<file path="src/common/tmc_pkg.sv">
// package: register map, field positions and codes of the thermal monitor config block
package tmc_pkg;
   // register offsets (byte-wide registers, index on the 8-bit pointer)
   localparam logic [7:0] ADDR_FMT_CFG = 8'h7c;
   localparam logic [7:0] ADDR_PIN_CFG = 8'h7d;
   localparam logic [7:0] ADDR_TEST_A = 8'h7e;
   localparam logic [7:0] ADDR_TEST_B = 8'h7f;
   localparam logic [7:0] ADDR_LOCK_CTRL = 8'h80;
   localparam logic [7:0] ADDR_LIMIT_R1 = 8'h81;
   localparam logic [7:0] ADDR_LIMIT_LOC = 8'h82;
   localparam logic [7:0] ADDR_LIMIT_R2 = 8'h83;
   localparam logic [7:0] ADDR_STATUS = 8'h84;
   localparam int ADDR_W = 10;

   // reset values
   localparam logic [7:0] FMT_CFG_RST = 8'h00;
   localparam logic [7:0] PIN_CFG_RST = 8'h00;
   localparam logic [7:0] TEST_RST = 8'h00;
   localparam logic [7:0] LIMIT_RST = 8'h00;

   // writable masks, reserved bits read zero
   localparam logic [7:0] FMT_CFG_WMASK = 8'hef;
   localparam logic [7:0] PIN_CFG_WMASK = 8'h4f;

   // field positions, format/channel register
   localparam int FMT_TWOS_BIT = 0;
   localparam int FMT_OFFS_BIT = 1;
   localparam int FMT_GPDIR_BIT = 2;
   localparam int FMT_GPPOL_BIT = 3;
   localparam int FMT_EN_R1_BIT = 5;
   localparam int FMT_EN_LOC_BIT = 6;
   localparam int FMT_EN_R2_BIT = 7;
   // field positions, pin/fan register
   localparam int PIN_FUNC_LSB = 0;
   localparam int PIN_OFF_BIT = 2;
   localparam int PIN_FANMAX_BIT = 3;
   localparam int PIN_BYP_BIT = 6;

   // multi-function pin codes
   localparam logic [1:0] MPF_FAN_TACH_INPUT_4 = 2'h0;
   localparam logic [1:0] MPF_OVERTEMP = 2'h1;
   localparam logic [1:0] MPF_ALERT = 2'h2;
   localparam logic [1:0] MPF_GPIO = 2'h3;

   // limit codes that disable a channel: -64 in offset-64, -128 in twos complement
   localparam logic [7:0] LIMIT_OFF_OFS64 = 8'h00;
   localparam logic [7:0] LIMIT_OFF_TWOS = 8'h80;
   localparam logic [7:0] OFS64_BIAS = 8'h40;

   // fan response modes
   localparam logic FAN_FULL = 1'b0;
   localparam logic FAN_MAX_PROG = 1'b1;
endpackage

</file>
<file path="src/core/tmc_config_regs.sv">
// thermal monitor configuration registers with Avalon-MM slave
//
// Our own choice: the Avalon-MM interface to the registers.
`timescale 1ns/1ps
module tmc_config_regs
   import tmc_pkg::*;
(
   // clock and reset
   input wire logic mclk,
   input wire logic reset_n,
   // avalon-mm slave
   input wire logic [ADDR_W-1:0] avs_address,
   input wire logic avs_read,
   input wire logic avs_write,
   input wire logic [31:0] avs_writedata,
   input wire logic [3:0] avs_byteenable,
   output logic [31:0] avs_readdata,
   output logic avs_waitrequest,
   output logic [1:0] avs_response,
   // temperatures from the converter, same clock
   input wire logic [7:0] temp_remote_a,
   input wire logic [7:0] temp_local,
   input wire logic [7:0] temp_remote_b,
   // pins from outside
   input wire logic overtemp_pin_in,
   input wire logic multi_pin_in,
   input wire logic gp_out_level,
   input wire logic alert_req,
   // overtemp pin, open drain
   output logic overtemp_pin_out,
   output logic overtemp_pin_oe,
   // multi-function pin
   output logic multi_pin_out,
   output logic multi_pin_oe,
   output logic fan_tach_input_4,
   output logic gp_in_level,
   output logic overtemp_timer_in,
   // fan and analog control
   output logic fans_full_speed,
   output logic fans_max_prog,
   output logic temp_format_select,
   output logic offset_range_select,
   output logic core_volt_atten_bypass
);
   // ************************************************************
   // state
   // ************************************************************
   typedef struct packed {
      logic [7:0] fmt_cfg;
      logic [7:0] pin_cfg;
      logic [7:0] test_a;
      logic [7:0] test_b;
      logic lock;
      logic [7:0] lim_r1;
      logic [7:0] lim_loc;
      logic [7:0] lim_r2;
      logic [1:0] ot_sync;
      logic [1:0] mp_sync;
      logic ack;
      logic [31:0] rdata;
      logic [1:0] resp;
      logic ot_out;
      logic ot_oe;
      logic mp_out;
      logic mp_oe;
      logic tach;
      logic gp_in;
      logic timer_in;
      logic full;
      logic maxp;
      logic fmt;
      logic ofs;
      logic byp;
   } tmc_state_type;

   tmc_state_type s_q;
   tmc_state_type s_d;

   logic over_r1;
   logic over_loc;
   logic over_r2;
   logic dis_r1;
   logic dis_loc;
   logic dis_r2;

   // byte-wide view of a word address; low two bits must be zero
   function automatic logic hit(input logic [ADDR_W-1:0] a, input logic [7:0] off);
      hit = (a == {off, 2'b00});
   endfunction

   function automatic logic [7:0] merge(input logic [7:0] old, input logic [7:0] nw,
                                        input logic [7:0] msk);
      merge = (old & ~msk) | (nw & msk);
   endfunction

   // any register of the decoded window, read-only ones included
   function automatic logic mapped(input logic [ADDR_W-1:0] a);
      mapped = (a[1:0] == 2'b00) && (a[ADDR_W-1:2] >= ADDR_FMT_CFG)
         && (a[ADDR_W-1:2] <= ADDR_STATUS);
   endfunction

   // ************************************************************
   // channel compare
   // ************************************************************
   tmc_temp_cmp u_cmp_r1 (.twos_mode(s_q.fmt_cfg[FMT_TWOS_BIT]), .temp(temp_remote_a),
      .limit(s_q.lim_r1), .over(over_r1), .disabled(dis_r1));
   tmc_temp_cmp u_cmp_loc (.twos_mode(s_q.fmt_cfg[FMT_TWOS_BIT]), .temp(temp_local),
      .limit(s_q.lim_loc), .over(over_loc), .disabled(dis_loc));
   tmc_temp_cmp u_cmp_r2 (.twos_mode(s_q.fmt_cfg[FMT_TWOS_BIT]), .temp(temp_remote_b),
      .limit(s_q.lim_r2), .over(over_r2), .disabled(dis_r2));

   // ************************************************************
   // next state
   // ************************************************************
   always_comb
   begin
      logic wr;
      logic rd;
      logic cfg_ok;
      logic ot_hot;
      logic ot_drive;
      logic [1:0] mpf;
      logic gp_oen;
      logic [7:0] wb;
      wr = 1'b0;
      rd = 1'b0;
      cfg_ok = 1'b0;
      ot_hot = 1'b0;
      ot_drive = 1'b0;
      mpf = 2'h0;
      gp_oen = 1'b0;
      wb = 8'h00;
      s_d = s_q;

      // pin synchronisers
      s_d.ot_sync = {s_q.ot_sync[0], overtemp_pin_in};
      s_d.mp_sync = {s_q.mp_sync[0], multi_pin_in};

      // one wait cycle; writes land on the answer edge
      wr = avs_write && s_q.ack;
      rd = avs_read && !s_q.ack;
      s_d.ack = (avs_write || avs_read) && !s_q.ack;
      wb = avs_writedata[7:0];
      cfg_ok = !s_q.lock && avs_byteenable[0];
      s_d.resp = 2'h0;
      if (avs_write && !s_q.ack && !mapped(avs_address))
         s_d.resp = 2'h3;

      if (wr)
      begin
         if (hit(avs_address, ADDR_FMT_CFG))
         begin
            if (cfg_ok)
               s_d.fmt_cfg = merge(s_q.fmt_cfg, wb, FMT_CFG_WMASK);
         end
         else if (hit(avs_address, ADDR_PIN_CFG))
         begin
            if (cfg_ok)
               s_d.pin_cfg = merge(s_q.pin_cfg, wb, PIN_CFG_WMASK);
         end
         else if (hit(avs_address, ADDR_LOCK_CTRL))
         begin
            if (avs_byteenable[0] && wb[0])
               s_d.lock = 1'b1;
         end
         else if (hit(avs_address, ADDR_LIMIT_R1) && avs_byteenable[0])
            s_d.lim_r1 = wb;
         else if (hit(avs_address, ADDR_LIMIT_LOC) && avs_byteenable[0])
            s_d.lim_loc = wb;
         else if (hit(avs_address, ADDR_LIMIT_R2) && avs_byteenable[0])
            s_d.lim_r2 = wb;
      end

      if (rd)
      begin
         s_d.rdata = 32'h0000_0000;
         if (hit(avs_address, ADDR_FMT_CFG))
            s_d.rdata[7:0] = s_q.fmt_cfg & FMT_CFG_WMASK;
         else if (hit(avs_address, ADDR_PIN_CFG))
            s_d.rdata[7:0] = s_q.pin_cfg & PIN_CFG_WMASK;
         else if (hit(avs_address, ADDR_TEST_A))
            s_d.rdata[7:0] = s_q.test_a;
         else if (hit(avs_address, ADDR_TEST_B))
            s_d.rdata[7:0] = s_q.test_b;
         else if (hit(avs_address, ADDR_LOCK_CTRL))
            s_d.rdata[7:0] = {7'h00, s_q.lock};
         else if (hit(avs_address, ADDR_LIMIT_R1))
            s_d.rdata[7:0] = s_q.lim_r1;
         else if (hit(avs_address, ADDR_LIMIT_LOC))
            s_d.rdata[7:0] = s_q.lim_loc;
         else if (hit(avs_address, ADDR_LIMIT_R2))
            s_d.rdata[7:0] = s_q.lim_r2;
         else if (hit(avs_address, ADDR_STATUS))
            s_d.rdata[7:0] = {2'h0, dis_r2, dis_loc, dis_r1, over_r2, over_loc, over_r1};
         else
            s_d.resp = 2'h3;
      end

      // overtemp drive per channel enable
      ot_hot = (s_q.fmt_cfg[FMT_EN_R1_BIT] && over_r1)
         || (s_q.fmt_cfg[FMT_EN_LOC_BIT] && over_loc)
         || (s_q.fmt_cfg[FMT_EN_R2_BIT] && over_r2);
      ot_hot = ot_hot && !s_q.pin_cfg[PIN_OFF_BIT];
      ot_drive = ot_hot;
      s_d.ot_out = 1'b0;
      s_d.ot_oe = ot_drive;

      // multi-function pin
      mpf = s_q.pin_cfg[PIN_FUNC_LSB +: 2];
      s_d.tach = 1'b0;
      s_d.gp_in = 1'b0;
      s_d.timer_in = 1'b0;
      s_d.mp_out = 1'b0;
      s_d.mp_oe = 1'b0;
      case (mpf)
         MPF_FAN_TACH_INPUT_4:
            s_d.tach = s_q.mp_sync[1];
         MPF_OVERTEMP:
         begin
            s_d.mp_oe = ot_hot;
            s_d.timer_in = !s_q.mp_sync[1];
         end
         MPF_ALERT:
            s_d.mp_oe = alert_req;
         MPF_GPIO:
         begin
            gp_oen = s_q.fmt_cfg[FMT_GPDIR_BIT];
            if (gp_oen)
            begin
               s_d.mp_out = s_q.fmt_cfg[FMT_GPPOL_BIT] ? gp_out_level : !gp_out_level;
               s_d.mp_oe = 1'b1;
            end
            else
               s_d.gp_in = s_q.mp_sync[1];
         end
         default:
            s_d.tach = 1'b0;
      endcase
      if (mpf != MPF_OVERTEMP)
         s_d.timer_in = !s_q.ot_sync[1] && !ot_drive;

      // fan response while over limit
      s_d.full = ot_hot && (s_q.pin_cfg[PIN_FANMAX_BIT] == FAN_FULL);
      s_d.maxp = ot_hot && (s_q.pin_cfg[PIN_FANMAX_BIT] == FAN_MAX_PROG);

      // format and scale controls
      s_d.fmt = s_q.fmt_cfg[FMT_TWOS_BIT];
      s_d.ofs = s_q.fmt_cfg[FMT_OFFS_BIT];
      s_d.byp = s_q.pin_cfg[PIN_BYP_BIT];
   end

   // ************************************************************
   // registers
   // ************************************************************
   always_ff @(posedge mclk or negedge reset_n)
   begin
      if (!reset_n)
      begin
         s_q <= '0;
         s_q.fmt_cfg <= FMT_CFG_RST;
         s_q.pin_cfg <= PIN_CFG_RST;
         s_q.test_a <= TEST_RST;
         s_q.test_b <= TEST_RST;
         s_q.lim_r1 <= LIMIT_RST;
         s_q.lim_loc <= LIMIT_RST;
         s_q.lim_r2 <= LIMIT_RST;
      end
      else
         s_q <= s_d;
   end

   // ************************************************************
   // outputs
   // ************************************************************
   assign avs_readdata = s_q.rdata;
   assign avs_waitrequest = !s_q.ack;
   assign avs_response = s_q.resp;
   assign overtemp_pin_out = s_q.ot_out;
   assign overtemp_pin_oe = s_q.ot_oe;
   assign multi_pin_out = s_q.mp_out;
   assign multi_pin_oe = s_q.mp_oe;
   assign fan_tach_input_4 = s_q.tach;
   assign gp_in_level = s_q.gp_in;
   assign overtemp_timer_in = s_q.timer_in;
   assign fans_full_speed = s_q.full;
   assign fans_max_prog = s_q.maxp;
   assign temp_format_select = s_q.fmt;
   assign offset_range_select = s_q.ofs;
   assign core_volt_atten_bypass = s_q.byp;
endmodule

</file>
<file path="src/core/tmc_temp_cmp.sv">
// one temperature channel: format-aware limit compare and disable detect
`timescale 1ns/1ps
module tmc_temp_cmp
   import tmc_pkg::*;
(
   // format
   input wire logic twos_mode,
   // operands
   input wire logic [7:0] temp,
   input wire logic [7:0] limit,
   // results
   output logic over,
   output logic disabled
);
   logic signed [8:0] t_s;
   logic signed [8:0] l_s;

   always_comb
   begin
      // bring both codes to a signed value
      if (twos_mode)
      begin
         t_s = {temp[7], temp};
         l_s = {limit[7], limit};
      end
      else
      begin
         t_s = $signed({1'b0, temp}) - $signed({1'b0, OFS64_BIAS});
         l_s = $signed({1'b0, limit}) - $signed({1'b0, OFS64_BIAS});
      end
      disabled = twos_mode ? (limit == LIMIT_OFF_TWOS) : (limit == LIMIT_OFF_OFS64);
      over = !disabled && (t_s > l_s);
   end
endmodule

</file>
<file path="config.mk">
export PLATFORM = sky130hd
export DESIGN_NAME = tmc_config_regs
export DESIGN_NICKNAME = d
export VERILOG_FILES = /design/src/common/tmc_pkg.sv /design/src/core/tmc_config_regs.sv /design/src/core/tmc_temp_cmp.sv
export SDC_FILE = /design/constraint.sdc
export NUM_CORES = 1
export LEC_CHECK = 0
export ABC_AREA = 1
export BUFFER_PORTS_ARGS = -buffer_cell sky130_fd_sc_hd__buf_2
export CAP_MARGIN = 25
export CELL_PAD_IN_SITES_DETAIL_PLACEMENT = 0
export CELL_PAD_IN_SITES_GLOBAL_PLACEMENT = 2
export CORE_UTILIZATION = 25
export CTS_CLUSTER_SIZE = 40
export DETAILED_ROUTE_END_ITERATION = 16
export GPL_ROUTABILITY_DRIVEN = 0
export PLACE_DENSITY_LB_ADDON = 0.1
export SKIP_CTS_REPAIR_TIMING = 1
export SYNTH_ARGS = -nofsm -noshare
export SYNTH_HDL_FRONTEND = slang
export SYNTH_SLANG_ARGS = --single-unit
</file>
<file path="constraint.sdc">
create_clock -name mclk -period 3.2 [get_ports mclk]
set_input_delay 0.48 -clock mclk [delete_from_list [all_inputs] [get_ports mclk]]
set_output_delay 0.48 -clock mclk [all_outputs]
set_load 0.05 [all_outputs]
</file>
-- Yosys cells after proc, flatten, opt, wreduce, memory -nomap -nowiden
Cells that the tools add are included.
- register bits after elaboration: 67
- bits in latches: 0
- RAM bits: 0
- ROM bits: 0
- logic and storage cells: 142
- memories kept: 0
- add/subtract/negate cells: 6
- multipliers: 0
- divide/modulo/power cells: 0
- magnitude comparators: 5
- eq/ne operators: 16
- shifts and indexed selects: 0
- multiplexer cells: 38
- bitwise logic cells: 8
- reduce and logical (&&, ||, !) cells: 47
- operator list (operator ; number):
    $mux 8 ; 8
    $mux 9 ; 6
    $sub 8x7->9 const B ; 6
    $eq 10x10->1 const B ; 5
    $eq 10x9->1 const B ; 4
    $gt 9x9->1 ; 3
    $eq 8x8->1 const B ; 3
    $logic_not 8->1 ; 3
    $mux 2 ; 12
    $logic_and 1x1->1 ; 22
    $logic_not 1->1 ; 11
    $mux 1 ; 10
    $reduce_and 5->1 ; 2
    $ge 8x7->1 const B ; 1
    $le 8x8->1 const B ; 1
    $or 5x8->8 ; 1
    $or 8x7->8 ; 1
    $reduce_and 7->1 ; 1
    $mux 6 ; 1
    $not 1->1 ; 6
    $reduce_and 6->1 ; 1
    $eq 2x2->1 const B ; 2
    $logic_not 2->1 ; 2
    $reduce_and 4->1 ; 1
    other kinds (5) ; 7

-- Longest topological paths before layout
Gate-level depths: netlist (run 1).
- word-level depth: 16
- gate-level depth with buffers: 17

-- Modules after synthesis
Synthesis (run 1) repeated with hierarchy kept, for this count alone.
- cells, all modules: 606
- area, all modules: 4524.3 µm²
- by module, submodules not included (module ; times used ; cells an instance ; area each (µm²) ; seq. area each (µm²)):
    tmc_config_regs ; 1 ; 388 ; 3255.6 ; 1551.5
    tmc_temp_cmp at u_cmp_loc ... ; 2 ; 72 ; 400.4 ; 0.0
    tmc_temp_cmp at u_cmp_r2 ; 1 ; 74 ; 467.9 ; 0.0

-- Worst setup path before layout (run 1)
No wires, ideal clock.
- kind: flip-flop to flip-flop
- start: register s_q, in the netlist s_d[2]
- end: register s_q, in the netlist multi_pin_oe
- data arrival time: 2.203 ns
- data required time: 3.135 ns
- path slack: 0.932 ns
- stages on the path, launching flop included: 16
- buffers on the path: 2
- clock period less this slack: 2.268 ns
- cell sequence: dfrtp_1 buf_2 clkbuf_1 o21ai_0 ha_1 nand2_1 inv_1 a21oi_1 nand3_1 a21oi_1 nand3_1 nand3_1 nand2_1 inv_1 nand2_1 nand2_1
- RTL lines (item ; RTL line ; text):
    from (decl) ; tmc_config_regs.sv:76 ; tmc_state_type s_q;

==> impl_metrics.tcl, run 1 <==
set metrics [dict create \
    avgRoutedWirePerCell_um 14.1 \
    ioPinCount 125 \
    rrSetupSlack_ps 500 \
    largest_reg_flops 37 \
    core_area_sq_um 16500 \
    fin_crit_ps 2700 \
    reg2reg_from "s_d[2]" \
    yosysMostFrequentCell "nand2_1" \
    critPathKind "register to register" \
    cts_tree "built" \
    totalWireLength_um 12200 \
    synth.avg_cell_area_sq_um 7.38 \
    final_cells 866 \
    ys_ff_latch 62 \
    std_cell_rows 47 \
    drt_iter0_markers 175 \
    r2r_end "multi_pin_oe" \
    async_flop_share 1.00 \
    layout_setup_ws_ps 497 \
    rsz0062_at_grt "false" \
    dr.pass1.iters 6 \
    die_area_sq_um 17400 \
    status "complete, no violations" \
    root_buffer "clkbuf_16" \
    cp_slowest_stage_delay_ps 480 \
    synth_area_sq_um 4210 \
    synth_common_cells "nand2_1, inv_1, dfrtp_1" \
    regMostFlops "s_q" \
    ys_types 31 \
    num_vias 3637 \
    antenna_found_initial 0 \
    synth_ff_type "dfrtp_1" \
    yosysWarnings 0 \
    ys_seq_area_frac 0.368 \
    ff2ff_path_depth 14 \
    nets 755 \
    worstSetupStartpoint "s_d[2]" \
    startpoint_type "register" \
    worst_slew_pin_slew_ps 824 \
    dp_cells 850 \
    yosys-top-cells-area "dfrtp_1, nand2_1, ha_1" \
    die_x_um 132 \
    min_from "overtemp_pin_in" \
    hold_end "s_d[50]" \
    crit_chain "clkinv_1 -> nand2_1 -> nand2_1 -> ha_1 -> nand2_1 -> inv_1 -> a21oi_1 -> nand4_1 -> nand4_1 -> nand3_1 -> nand2_1 -> inv_1 -> nand2_1 -> nand2_1" \
    grt_max_degree 63 \
    tns_ps 0 \
    crit_arrival_ps 2940 \
    synth_top_cell_by_area "dfrtp_1" \
    synthCells 571 \
    first_global_vias 3459 \
    path_max_fanout 9 \
    portBuffers 72 \
    cp.required_ps 3430 \
    drive_gt1_frac 0.156 \
    cts_buffers 9 \
    grt_pass1_wl_um 19300 \
    fmax_mhz 370 \
    viasPerCell 4.20 \
    drc 0 \
    cts.sinks 62 \
    placed_area_sq_um 4670 \
    drv_cap 0 \
    fin_area_sq_um 4990 \
    worst_path_max_delay_cell "dfrtp_1" \
    synth_edf_count 0 \
    vdd_drop_max_v 0.000222 \
    htreeDepth 3 \
    die_y_um 132 \
    setup_viol 0 \
    hold_viol 0 \
    cts.clk_slew.worst_paths_ps 60 \
    slew_violations 0 \
    grt_util_all_layers 0.147 \
    start_util 0.255 \
    diodes 0 \
    relSlewSlack 0.451 \
    end_kind "register" \
    insertion_delay_ps 340 \
    area_delta_synth_final_pct 18.5 \
    fillers 1833 \
    p_leak_nw 2.69 \
    holdPathStages 1 \
    dp_worst_setup_slack_ps 456 \
    place_hpwl_um 9710 \
    power.density_nw_per_um2 431 \
    fin_worst_skew_ps 4.33 \
    synth_top_area_frac 0.368 \
    min_period_over_period 0.845 \
    clk_path_buf_depth 2 \
    cpMostUsedCell "nand2_1" \
    hold_class "primary input to register" \
    overflow 0 \
    postRouteAntennaNets 0 \
]
## critical path, delay by kind of cell (launching register included)
| family | cells | cell delay [ps] |
|---|---|---|
| buffers and inverters | 3 | 510 |
| AOI/OAI and AO/OA | 1 | 200 |
| adders and majority gates | 1 | 340 |
| and+or+nand+nor | 9 | 1060 |
| DFF | 1 | 480 |
## through the flow
stage	hold WS (ps)	utilization	power, mW
5_1_grt	228	0.302	2.24
4_1_cts	230	0.302	2.18
2_1_floorplan	184	-	1.04
3_5_place_dp	346	0.283	1.10
6_report	241	0.302	2.15
3_3_place_gp	335	0.283	1.10
## worst max path at each step
stage	endpoint	cells after the start
global placement	multi_pin_oe	15
detailed placement	multi_pin_oe	15
finish	multi_pin_oe	14
global route	multi_pin_oe	15
floorplan	multi_pin_oe	15
CTS	multi_pin_oe	15
## logic make-up (layout without fill, tap and decap cells)
logic type | Yosys count | in the layout | synth area share
simple gates | 239 | 239 | 0.244
other cells | 1 | 25 | 0.000890
compound gates | 82 | 82 | 0.102
buf+inv | 144 | 195 | 0.164
xor+xnor | 7 | 7 | 0.0145
flops | 62 | 62 | 0.368
fa+ha+maj | 36 | 36 | 0.107
## layout by cell type, fill, tap and decap left out
cell type / count
nand2_1: 149
inv_1: 99
buf_2: 72
dfrtp_1: 62
o21ai_0: 58
ha_1: 36
nor2_1: 34
conb_1: 25
nand3_1: 24
nand4_1: 13
a21oi_1: 12
nor3_1: 9
clkbuf_16: 9
o22ai_1: 5
buf_4: 5
xor2_1: 4
nor3_4: 3
xnor2_1: 3
clkinv_4: 3
a31oi_1: 2
o211ai_1: 2
or2_2: 2
nor2_2: 2
inv_2: 2
bufinv_16: 2
o21ai_1: 1
clkinv_1: 1
o2111ai_1: 1
nor4_1: 1
nand3b_1: 1
or2_1: 1
a21boi_0: 1
inv_6: 1
clkbuf_1: 1
## where the power goes
group / switching [mW] / total [mW] / internal [mW]
clock: 0.379 / 1.07 / 0.688
combinational: 0.211 / 0.280 / 0.0682
sequential: 0.00676 / 0.804 / 0.797
## layer usage
layer,global-route usage,up-vias,part of all wire
met5,0,-,0
met4,0.0543,0,0.015
met3,0.0292,14,0.043
met2,0.221,81,0.43
met1,0.207,1647,0.51
li1,-,1895,-
## cell type report
type,instances,area (sq um),share of cell area
sequential,62,1550,0.311
tap,220,275,0.0551
inverter,102,383,0.0767
clock buffer,10,229,0.0458
timing repair buffer,77,398,0.0797
multi-input combinational,389,2060,0.413
clock inverter,6,95.1,0.0190
Note: power is estimated with default switching activity, not from simulation.
==> inputs of run 2 (changes only) <==
- clock period: 3.2 -> 2.8 ns (I/O delays scaled with it)
==> run 2 against run 1 <==
Net effect: global-route usage fell by 0.22 points; hold slack got worse by 170 ps; largest power group unchanged; count of clock-buffer cells in the layout did not move; clock skew increased by 0.76 ps; sequential share of layout area down 0.28 points; largest cell class unchanged; combinational power increased by 15%; first-iteration DRC count decreased by 18%; design area increased by 0.98%; core utilization rose by 0.30 points.
==> impl_metrics.tcl, run 2 (synthesis results as in run 1) <==
set metrics [dict create \
    status "complete, no violations" \
    startpoint_type "register" \
    final_common_cell "nand2_1" \
    power.density_nw_per_um2 486 \
    hold_viol 0 \
    cts.clk_slew.worst_paths_ps 60 \
    p_leak_nw 2.71 \
    fmax_mhz 406 \
    drt_iter0_markers 144 \
    ioPinCount 125 \
    die_y_um 132 \
    drc 0 \
    antenna_found_initial 0 \
    root_buffer "clkbuf_16" \
    rsz0062_at_grt "false" \
    insertion_delay_ps 330 \
    crit_arrival_ps 2690 \
    place_hpwl_um 9940 \
    slew_violations 0 \
    cts_tree "built" \
    fin_util 0.305 \
    postRouteAntennaNets 0 \
    totalWireLength_um 12100 \
    area_delta_synth_final_pct 19.7 \
    core_area_sq_um 16500 \
    hold_class "primary input to async pin" \
    htreeDepth 3 \
    final_cell_mix "nand2_1, inv_1, buf_2, dfrtp_1, o21ai_0" \
    regArea_sq_um 1550 \
    largest_reg_flops 37 \
    setup_viol 0 \
    fin_crit_ps 2460 \
    worst_slew_pin_slew_ps 584 \
    cp.required_ps 3030 \
    dp_worst_setup_slack_ps 47.9 \
    clk_path_buf_depth 2 \
    num_vias 3648 \
    overflow 0 \
    die_x_um 132 \
    relSlewSlack 0.610 \
    start_util 0.255 \
    grt_max_degree 25 \
    std_cell_rows 47 \
    min_period_over_period 0.880 \
    dr.pass1.iters 4 \
    multi_input_area_sq_um 2070 \
    finalPower_mw 2.45 \
    die_area_sq_um 17400 \
    tns_ps 0 \
    avgRoutedWirePerCell_um 13.9 \
    cts_buffers 9 \
    regMostFlops "s_q" \
    first_global_vias 3586 \
    diodes 0 \
    drv_cap 0 \
    critPathKind "register to register" \
    portBuffers 72 \
    viasPerCell 4.19 \
    cts.sinks 62 \
    vdd_drop_max_v 0.000267 \
    nets 760 \
    grt_pass1_wl_um 19200 \
    fin_worst_skew_ps 5.09 \
    grt_util_all_layers 0.145 \
    path_max_fanout 4 \
    fillers 1820 \
    layout_setup_ws_ps 336 \
    end_kind "register" \
    drive_gt1_frac 0.169 \
]
## run 2: cell types whose count changed in the layout (fill, tap and decap cells not counted)
cell,previous run,this run
dfrtp_1,62,61
nand2_2,0,1
clkinv_1,1,0
buf_4,5,10
clkinvlp_4,0,1
dfrtp_2,0,1
nand2_1,149,148
a21oi_1,12,11
a21oi_2,0,1
## run 2: metrics by stage
step | hold WS, ps | area (sq um) | std cells
2_1_floorplan | 124 | 4300 | 595
3_3_place_gp | 335 | 4690 | 853
3_5_place_dp | 340 | 4690 | 853
4_1_cts | 89.0 | 5020 | 869
5_1_grt | 131 | 5040 | 871
6_report | 70.9 | 5040 | 871
## run 2: layout make-up
type | instances | area share
flip-flops and latches | 62 | 0.308
repair buffers | 82 | 0.0863
well taps | 220 | 0.0546
inverters | 102 | 0.0767
multi-input cells | 389 | 0.410
clock inverters | 6 | 0.0189
clock buffers | 10 | 0.0454
## run 2: critical path, stage by stage (launching register included)
cell and delay, ps:
dfrtp_1 440, inv_1 110, ha_1 220, o21ai_0 210, ha_1 310, nand2_1 90, inv_1 40, a21oi_1 200
nand4_1 190, nand4_1 130, nand3_1 130, nand2_2 120, inv_1 60, nand2_1 50, nand2_1 40
## run 2: power by group
| group | total (mW) | internal, mW | switching, mW |
|---|---|---|---|
| logic | 0.323 | 0.0805 | 0.243 |
| registers | 0.919 | 0.911 | 0.00796 |
| clock network | 1.21 | 0.787 | 0.422 |
| total | 2.45 | 1.78 | 0.672 |
## run 2: worst paths after layout
check | to | start | slack, ps | cells past startpoint
setup / recovery | multi_pin_oe | s_q[73] | 340 | 14
hold / removal | offset_range_select | reset_n | 70 | 1
setup reg to reg | multi_pin_oe | s_q[73] | 340 | 14
hold reg to reg | s_q[50] | s_d[50] | 350 | 0
max in group asynchronous | s_d[2] | reset_n | 1980 | 2
min in group mclk | s_d[50] | overtemp_pin_in | 190 | 1
## run 2: per-layer routing
metal	track usage	vias to the layer above	wire length (um)
met5	0	-	0
met4	0.0530	0	222
met3	0.0204	13	404
met2	0.220	93	5180
met1	0.207	1641	6300
li1	-	1901	-
==> inputs of run 3 (changes only) <==
- MAX_ROUTING_LAYER: default -> met4
==> run 3 against run 2 <==
Net effect: first-iteration DRC count increased by 22%; register-to-register slack got worse by 30 ps; core utilization unchanged; wire length is 0.18% higher; hold slack improved by 1.8 ps; sequential share of layout area did not move; clock power about the same; non-clock buffer count is the same; critical path type unchanged; critical endpoint unchanged.
==> impl_metrics.tcl, run 3 (synthesis results as in run 1) <==
set metrics [dict create \
    cts_tree "built" \
    portBuffers 72 \
    fin_crit_ps 2500 \
    status "complete, no violations" \
    clk_path_buf_depth 2 \
    diodes 0 \
    rsz0062_at_grt "false" \
    power.density_nw_per_um2 486 \
    ioPinCount 125 \
    drt_iter0_markers 176 \
    overflow 0 \
    start_util 0.255 \
    reg2reg_from "s_q[73]" \
    core_area_sq_um 16500 \
    fmax_mhz 400 \
    ff2ff_path_depth 14 \
    slew_violations 0 \
    regMostFlops "s_q" \
    nets 760 \
    layout_setup_ws_ps 303 \
    die_area_sq_um 17400 \
    totalWireLength_um 12100 \
    htreeDepth 3 \
    viasPerCell 4.14 \
    r2r_end "multi_pin_oe" \
    num_vias 3610 \
    crit_arrival_ps 2730 \
    hold_class "primary input to async pin" \
    final_cell_mix "nand2_1, inv_1, buf_2, dfrtp_1, o21ai_0" \
    largest_reg_flops 37 \
    antenna_found_initial 0 \
    drv_cap 0 \
    hold_viol 0 \
    tns_ps 0 \
    final_common_cell "nand2_1" \
    dp_worst_setup_slack_ps 47.9 \
    grt_max_degree 25 \
    cp.required_ps 3030 \
    min_period_over_period 0.892 \
    critPathKind "register to register" \
    end_kind "register" \
    cts_buffers 9 \
    p_leak_nw 2.71 \
    cts.sinks 62 \
    first_global_vias 3591 \
    relSlewSlack 0.611 \
    vdd_drop_max_v 0.000267 \
    area_delta_synth_final_pct 19.7 \
    rrSetupSlack_ps 300 \
    drc 0 \
    dr.pass1.iters 4 \
    grt_pass1_wl_um 19300 \
    path_max_fanout 4 \
    fin_worst_skew_ps 7.26 \
    grt_util_all_layers 0.149 \
    die_x_um 132 \
    worst_slew_pin_slew_ps 582 \
    startpoint_type "register" \
    drive_gt1_frac 0.169 \
    std_cell_rows 47 \
    die_y_um 132 \
    postRouteAntennaNets 0 \
    cts.clk_slew.worst_paths_ps 60 \
    insertion_delay_ps 330 \
    avgRoutedWirePerCell_um 13.9 \
    root_buffer "clkbuf_16" \
    place_hpwl_um 9940 \
    setup_viol 0 \
]
run 3: through the flow:
stage	hold slack [ps]	util	cell area, sq um	power, mW	instances
finish	72.8	0.305	5040	2.45	871
global route	131	0.305	5040	2.55	871
CTS	89.0	0.304	5020	2.49	869
detailed placement	340	0.284	4690	1.26	853
global placement	335	0.284	4690	1.26	853
floorplan	124	-	4300	1.19	595
run 3: where the power goes:
group	internal (mW)	switching, mW	leakage, nW
registers	0.911	0.00797	0.796
clock network	0.786	0.421	0.157
logic	0.0805	0.243	1.76
run 3: final cells by class:
cell class                 count  area (sq um)
clock buffer                  10           229
clock inverter                 6          95.1
fill                        1820         11500
inverter                     102           387
multi-input combinational    389          2070
sequential                    62          1550
tap                          220           275
timing repair buffer          82           435
run 3: metal layers:
layer,GRT usage,share of wire
met3,0.0196,0.032
met4,0.0530,0.016
met5,-,0
met1,0.209,0.52
met2,0.220,0.43
run 3: critical path: stages (launching register included):
cell	delay, ps
dfrtp_1	430
inv_1	110
ha_1	220
o21ai_0	210
ha_1	310
nand2_1	90
inv_1	40
a21oi_1	200
nand4_1	210
nand4_1	150
nand3_1	130
nand2_2	130
inv_1	60
nand2_1	50
nand2_1	40
run 3: how the worst max path moves through the flow:
| stage | startpoint | end | slack [ps] | depth (start not counted) |
|---|---|---|---|---|
| 4_1_cts | s_d[2] | multi_pin_oe | 20 | 15 |
| 3_5_place_dp | s_d[2] | multi_pin_oe | 50 | 15 |
| 3_3_place_gp | s_d[2] | multi_pin_oe | 30 | 15 |
| 6_report | s_q[73] | multi_pin_oe | 300 | 14 |
| 2_1_floorplan | s_d[2] | multi_pin_oe | 530 | 15 |
| 5_1_grt | s_q[65] | multi_pin_oe | 50 | 17 |
